## config.mk

```make
export PLATFORM = sky130hd
export DESIGN_NAME = fcs_top
export DESIGN_NICKNAME = d
export VERILOG_FILES = /design/src/verilog/fcs_top.v
export VERILOG_INCLUDE_DIRS = /design/src /design/src/verilog
export SDC_FILE = /design/constraint.sdc
export NUM_CORES = 2
export LEC_CHECK = 0
export BUFFER_PORTS_ARGS = -buffer_cell sky130_fd_sc_hd__buf_2
export CAP_MARGIN = 20
export CORE_MARGIN = 1
export CORE_UTILIZATION = 31
export CTS_BUF_LIST = sky130_fd_sc_hd__clkbuf_16
export DETAILED_ROUTE_END_ITERATION = 10
export SLEW_MARGIN = 20
export SYNTH_ARGS = -nofsm -noshare
export SYNTH_HDL_FRONTEND = slang
export SYNTH_SLANG_ARGS = --single-unit
```

## constraint.sdc

```tcl
create_clock -name mclk_i -period 3.55 [get_ports mclk_i]
set_input_delay 0.5325 -clock mclk_i [delete_from_list [all_inputs] [get_ports mclk_i]]
set_output_delay 0.5325 -clock mclk_i [all_outputs]
set_load 0.01 [all_outputs]
```

## src/verilog/fcs_defs.vh

```
// Purpose: constants of the flash command sequencer
// Assumes: apb byte addresses, 32-bit data
// Notes:   definitions only
`ifndef FCS_DEFS_VH
`define FCS_DEFS_VH

// ----------------------------------------
// register map
// ----------------------------------------
`define FCS_ADDR_W        16
`define FCS_OFF_MODE      16'h0000
`define FCS_OFF_CMD       16'h0004
`define FCS_OFF_STATUS    16'h0008
`define FCS_OFF_RESULT    16'h000c
`define FCS_LATCH_SEL_BIT 15
`define FCS_LATCH_IDX_HI  7
`define FCS_LATCH_IDX_LO  2

// ----------------------------------------
// fields
// ----------------------------------------
`define FCS_MODE_IEN_BIT  0
`define FCS_MODE_WS_HI    11
`define FCS_MODE_WS_LO    8
`define FCS_ST_DONE_BIT   0
`define FCS_ST_CERR_BIT   1
`define FCS_ST_LERR_BIT   2
`define FCS_KEY_HI        31
`define FCS_KEY_LO        24
`define FCS_ARG_HI        16
`define FCS_ARG_LO        8
`define FCS_CODE_HI       3
`define FCS_CODE_LO       0
`define FCS_KEY           8'hc3

// ----------------------------------------
// command codes
// ----------------------------------------
`define FCS_CMD_GET_DESCRIPTOR_CMD      4'h0
`define FCS_CMD_WP        4'h1
`define FCS_CMD_WPL       4'h2
`define FCS_CMD_EWP       4'h3
`define FCS_CMD_ERASE_WRITE_LOCK_CMD      4'h4
`define FCS_CMD_EA        4'h5
`define FCS_CMD_SETLK     4'h8
`define FCS_CMD_CLRLK     4'h9

// ----------------------------------------
// geometry and descriptor
// ----------------------------------------
`define FCS_PAGE_WORDS    64
`define FCS_WIDX_W        6
`define FCS_WIDX_LAST     6'h3f
`define FCS_PAGE_W        9
`define FCS_NLOCK         16
`define FCS_REGION_SHIFT  5
`define FCS_DIDX_W        5
`define FCS_DESC_ID       32'h0000_0a5e
`define FCS_DESC_SIZE     32'h0002_0000
`define FCS_DESC_PAGE     32'h0000_0100
`define FCS_DESC_PLANES   32'h0000_0001
`define FCS_DESC_NLOCK    32'h0000_0010
`define FCS_DESC_REGION   32'h0000_2000
`define FCS_DIDX_PLANE0   5'h04
`define FCS_DIDX_NLOCK    5'h05
`define FCS_DIDX_END      5'h16

`endif

```

## src/verilog/fcs_top.v

```verilog
// Purpose: flash command sequencer with apb registers and page latch
// Assumes: flash array acks each page erase, erase-all and page program
// Notes:   latch window aliased over the upper half of the address space
//
// Added by the designer: the placing of the registers and the APB slave port.
`include "fcs_defs.vh"

module fcs_top (
  // clock and reset
  input  wire                        mclk_i,
  input  wire                        arst_n_i,
  // apb slave
  input  wire                        psel_i,
  input  wire                        penable_i,
  input  wire                        pwrite_i,
  input  wire [`FCS_ADDR_W-1:0]      paddr_i,
  input  wire [31:0]                 pwdata_i,
  output reg  [31:0]                 prdata_o,
  output reg                         pready_o,
  output reg                         pslverr_o,
  // flash array
  output reg                         fl_erase_o,
  output reg                         fl_erase_all_o,
  output reg  [`FCS_PAGE_W-1:0]      fl_page_o,
  output reg                         fl_prog_o,
  output reg  [`FCS_WIDX_W-1:0]      fl_widx_o,
  output reg  [31:0]                 fl_wdata_o,
  output reg                         fl_commit_o,
  input  wire                        fl_ack_i,
  // interrupt
  output reg                         irq_o
);

  localparam [2:0] S_IDLE   = 3'd0;
  localparam [2:0] S_ERASE  = 3'd1;
  localparam [2:0] S_PROG   = 3'd2;
  localparam [2:0] S_PWAIT  = 3'd3;
  localparam [2:0] S_FINISH = 3'd4;

  // ----------------------------------------
  // storage
  // ----------------------------------------
  reg [31:0]              latch_q [0:`FCS_PAGE_WORDS-1];
  reg                     ien_q;
  reg [3:0]               ws_cfg_q;
  reg                     done_q;
  reg                     cerr_q;
  reg                     lerr_q;
  reg [`FCS_NLOCK-1:0]    lock_q;
  reg [2:0]               state_q;
  reg [3:0]               cmd_q;
  reg [`FCS_PAGE_W-1:0]   page_q;
  reg [`FCS_WIDX_W-1:0]   widx_q;
  reg                     desc_on_q;
  reg [`FCS_DIDX_W-1:0]   didx_q;
  reg [3:0]               ws_cnt_q;

  // ----------------------------------------
  // decode
  // ----------------------------------------
  wire                    setup    = psel_i & ~penable_i;
  wire                    acc_done = psel_i & penable_i & pready_o;
  wire                    is_latch = paddr_i[`FCS_LATCH_SEL_BIT];
  wire [`FCS_WIDX_W-1:0]  lidx     = paddr_i[`FCS_LATCH_IDX_HI:`FCS_LATCH_IDX_LO];
  wire [3:0]              code     = pwdata_i[`FCS_CODE_HI:`FCS_CODE_LO];
  wire [`FCS_PAGE_W-1:0]  arg_page = pwdata_i[`FCS_PAGE_W-1+`FCS_ARG_LO:`FCS_ARG_LO];
  wire [3:0]              arg_reg  = arg_page[`FCS_PAGE_W-1:`FCS_REGION_SHIFT];
  wire                    key_ok   = (pwdata_i[`FCS_KEY_HI:`FCS_KEY_LO] == `FCS_KEY);
  wire                    wr_cmd   = acc_done & pwrite_i & ~is_latch & (paddr_i == `FCS_OFF_CMD);
  wire                    rd_stat  = acc_done & ~pwrite_i & ~is_latch & (paddr_i == `FCS_OFF_STATUS);
  wire                    rd_res   = acc_done & ~pwrite_i & ~is_latch & (paddr_i == `FCS_OFF_RESULT);
  wire                    busy     = (state_q != S_IDLE);
  reg                     code_ok;
  reg                     is_prog;
  reg                     is_erase;

  always @* begin
    code_ok  = 1'b0;
    is_prog  = 1'b0;
    is_erase = 1'b0;
    case (code)
      `FCS_CMD_GET_DESCRIPTOR_CMD, `FCS_CMD_SETLK, `FCS_CMD_CLRLK: code_ok = 1'b1;
      `FCS_CMD_WP, `FCS_CMD_WPL: begin
        code_ok = 1'b1;
        is_prog = 1'b1;
      end
      `FCS_CMD_EWP, `FCS_CMD_ERASE_WRITE_LOCK_CMD: begin
        code_ok  = 1'b1;
        is_prog  = 1'b1;
        is_erase = 1'b1;
      end
      `FCS_CMD_EA: begin
        code_ok  = 1'b1;
        is_erase = 1'b1;
      end
      default: code_ok = 1'b0;
    endcase
  end

  wire cmd_take = wr_cmd & key_ok & code_ok & ~busy;
  wire lock_hit = (code == `FCS_CMD_EA) ? (|lock_q) : ((is_prog | is_erase) & lock_q[arg_reg]);
  wire cmd_run  = cmd_take & ~lock_hit;

  // ----------------------------------------
  // descriptor words
  // ----------------------------------------
  function [31:0] desc_word;
    input [`FCS_DIDX_W-1:0] i;
    begin
      if (i == `FCS_DIDX_W'd0)
        desc_word = `FCS_DESC_ID;
      else if (i == `FCS_DIDX_W'd1)
        desc_word = `FCS_DESC_SIZE;
      else if (i == `FCS_DIDX_W'd2)
        desc_word = `FCS_DESC_PAGE;
      else if (i == `FCS_DIDX_W'd3)
        desc_word = `FCS_DESC_PLANES;
      else if (i == `FCS_DIDX_PLANE0)
        desc_word = `FCS_DESC_SIZE;
      else if (i == `FCS_DIDX_NLOCK)
        desc_word = `FCS_DESC_NLOCK;
      else if (i < `FCS_DIDX_END)
        desc_word = `FCS_DESC_REGION;
      else
        desc_word = 32'h0000_0000;
    end
  endfunction

  wire [31:0] result_val = desc_on_q ? desc_word(didx_q) : 32'h0000_0000;

  // ----------------------------------------
  // apb answer path
  // ----------------------------------------
  always @(posedge mclk_i or negedge arst_n_i) begin
    if (!arst_n_i) begin
      pready_o  <= 1'b0;
      pslverr_o <= 1'b0;
      prdata_o  <= 32'h0000_0000;
      ws_cnt_q  <= 4'h0;
    end else if (acc_done) begin
      pready_o  <= 1'b0;
      pslverr_o <= 1'b0;
    end else if (setup) begin
      pslverr_o <= 1'b0;
      prdata_o  <= 32'h0000_0000;
      if (is_latch) begin
        prdata_o <= pwrite_i ? 32'h0000_0000 : latch_q[lidx];
        ws_cnt_q <= ws_cfg_q;
        pready_o <= (ws_cfg_q == 4'h0);
      end else begin
        pready_o <= 1'b1;
        if (paddr_i == `FCS_OFF_MODE)
          prdata_o <= {20'h0_0000, ws_cfg_q, 7'h00, ien_q};
        else if (paddr_i == `FCS_OFF_STATUS)
          prdata_o <= {29'h000_0000, lerr_q, cerr_q, done_q};
        else if (paddr_i == `FCS_OFF_RESULT)
          prdata_o <= result_val;
        else if (paddr_i != `FCS_OFF_CMD)
          pslverr_o <= 1'b1;
      end
    end else if (psel_i & penable_i & ~pready_o) begin
      ws_cnt_q <= ws_cnt_q - 4'h1;
      if (ws_cnt_q == 4'h1)
        pready_o <= 1'b1;
    end
  end

  // ----------------------------------------
  // page latch, aliased over its window
  // ----------------------------------------
  always @(posedge mclk_i) begin
    if (acc_done & pwrite_i & is_latch)
      latch_q[lidx] <= pwdata_i;
  end

  // ----------------------------------------
  // mode and status
  // ----------------------------------------
  always @(posedge mclk_i or negedge arst_n_i) begin
    if (!arst_n_i) begin
      ien_q    <= 1'b0;
      ws_cfg_q <= 4'h0;
      cerr_q   <= 1'b0;
      lerr_q   <= 1'b0;
      irq_o    <= 1'b0;
    end else begin
      if (acc_done & pwrite_i & ~is_latch & (paddr_i == `FCS_OFF_MODE)) begin
        ien_q    <= pwdata_i[`FCS_MODE_IEN_BIT];
        ws_cfg_q <= pwdata_i[`FCS_MODE_WS_HI:`FCS_MODE_WS_LO];
      end
      // set wins over the read clear
      if (wr_cmd & ~cmd_take)
        cerr_q <= 1'b1;
      else if (rd_stat)
        cerr_q <= 1'b0;
      if (cmd_take & lock_hit)
        lerr_q <= 1'b1;
      else if (rd_stat)
        lerr_q <= 1'b0;
      irq_o <= done_q & ien_q;
    end
  end

  // ----------------------------------------
  // command sequencer
  // ----------------------------------------
  always @(posedge mclk_i or negedge arst_n_i) begin
    if (!arst_n_i) begin
      state_q        <= S_IDLE;
      cmd_q          <= 4'h0;
      page_q         <= {`FCS_PAGE_W{1'b0}};
      widx_q         <= {`FCS_WIDX_W{1'b0}};
      done_q         <= 1'b1;
      lock_q         <= {`FCS_NLOCK{1'b0}};
      desc_on_q      <= 1'b0;
      didx_q         <= {`FCS_DIDX_W{1'b0}};
      fl_erase_o     <= 1'b0;
      fl_erase_all_o <= 1'b0;
      fl_page_o      <= {`FCS_PAGE_W{1'b0}};
      fl_prog_o      <= 1'b0;
      fl_widx_o      <= {`FCS_WIDX_W{1'b0}};
      fl_wdata_o     <= 32'h0000_0000;
      fl_commit_o    <= 1'b0;
    end else begin
      fl_erase_o     <= 1'b0;
      fl_erase_all_o <= 1'b0;
      fl_prog_o      <= 1'b0;
      fl_commit_o    <= 1'b0;
      if (rd_res & desc_on_q & (didx_q != `FCS_DIDX_END))
        didx_q <= didx_q + `FCS_DIDX_W'd1;
      case (state_q)
        S_IDLE: begin
          if (cmd_run) begin
            done_q    <= 1'b0;
            desc_on_q <= 1'b0;
            cmd_q     <= code;
            page_q    <= arg_page;
            fl_page_o <= arg_page;
            widx_q    <= {`FCS_WIDX_W{1'b0}};
            if (is_erase) begin
              fl_erase_o     <= (code != `FCS_CMD_EA);
              fl_erase_all_o <= (code == `FCS_CMD_EA);
              state_q        <= S_ERASE;
            end else if (is_prog) begin
              state_q <= S_PROG;
            end else begin
              state_q <= S_FINISH;
            end
          end
        end
        S_ERASE: begin
          if (fl_ack_i)
            state_q <= (cmd_q == `FCS_CMD_EA) ? S_FINISH : S_PROG;
        end
        S_PROG: begin
          fl_prog_o  <= 1'b1;
          fl_widx_o  <= widx_q;
          fl_wdata_o <= latch_q[widx_q];
          widx_q     <= widx_q + `FCS_WIDX_W'd1;
          if (widx_q == `FCS_WIDX_LAST) begin
            fl_commit_o <= 1'b1;
            state_q     <= S_PWAIT;
          end
        end
        S_PWAIT: begin
          if (fl_ack_i)
            state_q <= S_FINISH;
        end
        default: begin
          if ((cmd_q == `FCS_CMD_WPL) | (cmd_q == `FCS_CMD_ERASE_WRITE_LOCK_CMD) | (cmd_q == `FCS_CMD_SETLK))
            lock_q[page_q[`FCS_PAGE_W-1:`FCS_REGION_SHIFT]] <= 1'b1;
          if (cmd_q == `FCS_CMD_CLRLK)
            lock_q[page_q[`FCS_PAGE_W-1:`FCS_REGION_SHIFT]] <= 1'b0;
          if (cmd_q == `FCS_CMD_GET_DESCRIPTOR_CMD) begin
            desc_on_q <= 1'b1;
            didx_q    <= {`FCS_DIDX_W{1'b0}};
          end
          done_q  <= 1'b1;
          state_q <= S_IDLE;
        end
      endcase
    end
  end

endmodule // fcs_top

```

==> flow_summary.toml <==
[clock_network]
cts.path.max_buffers = 4
insertion_delay_ns = 0.94
cts_sinks = 2181
tritoncts = "built"
htreeDepth = 4
clockRootBuffer = "clkbuf_16"
cts_inserted_buffers = 229
clk_pin_slew_ns = 0.06

[finish]
utilization_pct = 36.9
layout.nets = 5832
layout-drive-gt1-share_pct = 35.7
final_area_mm2 = 0.119
area_delta_synth_final_pct = 18.4

[grt]
grt-ovfl-total = 0
first_global_vias = 62300
antenna_found_initial = 48
grt_pass1_wl_mm = 557
grt_use_total_pct = 25.2
grt_start_max_net_pins = 71

[die]
start_util_pct = 31.2
io_pins = 140
rows = 208
die-area_mm2 = 0.326
die_h_um = 571
core_mm2 = 0.321
die_w_um = 571

[synth]
synth-xor-area-share_pct = 0.0611
yosys_warnings = 0
ys_seq_area_share_pct = 64.6
synth_top_family_by_area = "multiplexers"
synthAdderAreaFrac_pct = 0.0973
muxShareOfSynthArea_pct = 25.7
synth_edf_count = 2048
postSynthAreaPerCell_um2 = 19.0
syn_inst = 5267
yosysUniqueCellTypes = 82
syn-cell-area_mm2 = 0.100
synth_compound_area_share_pct = 3.78
yosys_most_used_dff = "edfxtp_1"
yosys.area_share.simple_pct = 3.61
async_flop_share_pct = 6.10
synth.net_count = 5328
ys_ff_latch = 2181

[placed_design]
placedInstanceArea_mm2 = 0.111
hpwl_mm = 273
portBuffers = 139
gp_congestion = 0.949

[hold_path]
min-delay-start = "pwdata_i[26]"
hold_class = "in2reg"

[detailed_routing]
first_pass_iters = 6
wl_mm = 418
vias = 64500
wl_met1_mm = 147
via_per_inst = 6.26
drtIter0Drc = 11700
wl_met3_mm = 61.6
top_layer_used = "met5"
met2RoutedLength_mm = 184
drc = 0
drtAntennaViolNets = 0
wl_per_cell_um = 40.6

[power]
p_switching_w = 0.0152
peakVddDrop_uv = 448
internal-power_w = 0.0451
p_clk_share_pct = 40.4
p_leak_nw = 39.5
swShare_pct = 25.2
power_w = 0.0602
p_per_area_mw_per_mm2 = 507
p_comb_share_pct = 12.3
p_seq_share_pct = 47.3

[sta]
setup_viol = 0
slew_viol_final = 0
timing.final.hold_violations = 0
fmax_ghz = 0.325
rsz0062_at_grt = "no"
tightest_slew_ns = 1.22
finalCriticalPeriod_ns = 3.08
hold-worst-slack_ns = 0.0668
setup_tns_ns = 0
relSlewSlack_pct = 18.4
worst_clock_skew_ns = 0.109
min_period_over_period_pct = 86.7

[setup_path]
worstPathRequired_ns = 4.26
worstPathArrival_ns = 3.79
r2r_start = "widx_q[0]"
path_class = "reg2reg"
startpoint = "widx_q[0]"
crit_fanout = 44
start_kind = "register"
crit_path_end_kind = "register"

[job]
drv_cap = 0

[outcome]
status = "completed"
## layout by cell type (no fill, tap or decap), drive strengths merged, types with 10 or more instances in the layout
| cell type | count |
|---|---|
| edfxtp | 2048 |
| mux4 | 986 |
| buf | 667 |
| mux2i | 314 |
| clkbuf | 230 |
| nand2 | 222 |
| a22oi | 174 |
| nor2 | 173 |
| a21oi | 158 |
| nand3 | 155 |
| dfrtp | 132 |
| clkinv | 101 |
| inv | 62 |
| o22ai | 55 |
| o21ai | 47 |
| nand4 | 43 |
| diode | 42 |
| mux2 | 38 |
| nor3 | 34 |
| a221oi | 30 |
| bufinv | 28 |
| nor4 | 25 |
| a31oi | 23 |
| nor2b | 20 |
| nand2b | 15 |
| a22o | 11 |
| and3 | 11 |
| clkinvlp | 10 |
| nor3b | 10 |
## through the flow
| step | setup slack, ns | std cells |
|---|---|---|
| after detailed placement | -0.142 | 9842 |
| final | 0.471 | 10300 |
| after CTS | 0.480 | 10300 |
| after floorplan | -0.191 | 5267 |
| after global routing | 0.435 | 10300 |
| after global placement | -0.475 | 9840 |
## kinds of logic (layout without fill, tap and decap cells)
group	Yosys count	after routing
AOI/OAI and AO/OA	569	569
xor gates and xnor gates	7	7
adders and majority gates	8	8
buffers and inverters	409	1100
DFF	2181	2181
muxes	1338	1338
other	0	42
and+or+nand+nor	755	755
## layout make-up
cell class	instances	area (µm²)
multi-input cells	2677	34000
well taps	4305	5390
clock inverters	189	1690
repair buffers	670	6940
clock buffers	229	5730
diodes	42	105
fillers	29300	203000
flip-flops and latches	2181	64800
inverters	12	47.5
## per-layer routing
metal	track usage (%)	up-vias
li1	-	23600
met1	32.4	34200
met2	37.4	5660
met3	8.95	1053
met4	13.1	22
met5	1.48	-
## synthesized netlist by cell type (all sizes together), types with 34 or more instances
cell / count / area, µm²
nand2: 222 / 833
buf: 238 / 1440
mux2i: 314 / 3140
dfrtp: 132 / 3300
o21ai: 47 / 235
nor3: 34 / 170
mux2: 38 / 465
o22ai: 55 / 344
nand3: 155 / 776
clkbuf: 159 / 597
edfxtp: 2048 / 61500
a22oi: 174 / 1310
a21oi: 158 / 791
nand4: 43 / 275
nor2: 173 / 649
mux4: 986 / 22200
## worst max-delay path, cell delays in order, from the launching register on
cell	delay (ns)
dfrtp_4	0.50
buf_12	0.22
buf_12	0.34
mux4_2	0.56
mux4_2	0.53
a22oi_1	0.45
buf_4	0.20
nand3_1	0.06
## power groups by stage
stage / combinational, W / clock [W] / sequential [W]
CTS: 0.00729 / 0.0244 / 0.0285
global route: 0.00762 / 0.0253 / 0.0285
detailed placement: 0.00727 / 0 / 0.0291
global placement: 0.00724 / 0 / 0.0291
finish: 0.00741 / 0.0243 / 0.0285
floorplan: 0.00436 / 0 / 0.0289
## worst paths after layout
check	endpoint	slack (ns)	depth (start not counted)
min in group asynchronous	prdata_o[18]	0.18	2
worst max register to register	fl_wdata_o[8]	0.47	7
worst max-delay path	fl_wdata_o[8]	0.47	7
worst min register to register	fl_widx_o[2]	0.48	2
worst min-delay path	latch_q[16][26]	0.07	1
max in group asynchronous	prdata_o[31]	2.24	3
## registers in the layout (all words and copies together), names as in the netlist, 3 cells and up, named ones only
register,cells
latch_q,2048
fl_wdata_o,32
prdata_o,32
lock_q,15
page_q,9
fl_widx_o,6
widx_q,6
didx_q,5
cmd_q,4
ws_cfg_q,4
ws_cnt_q,4
state_q,3
## timing repair
item	CTS	global route
hold endpoints to repair	38	0
buffers inserted	0	0
hold buffers	2	0
resized for setup	0	0
(Power assumes the default switching activity.)
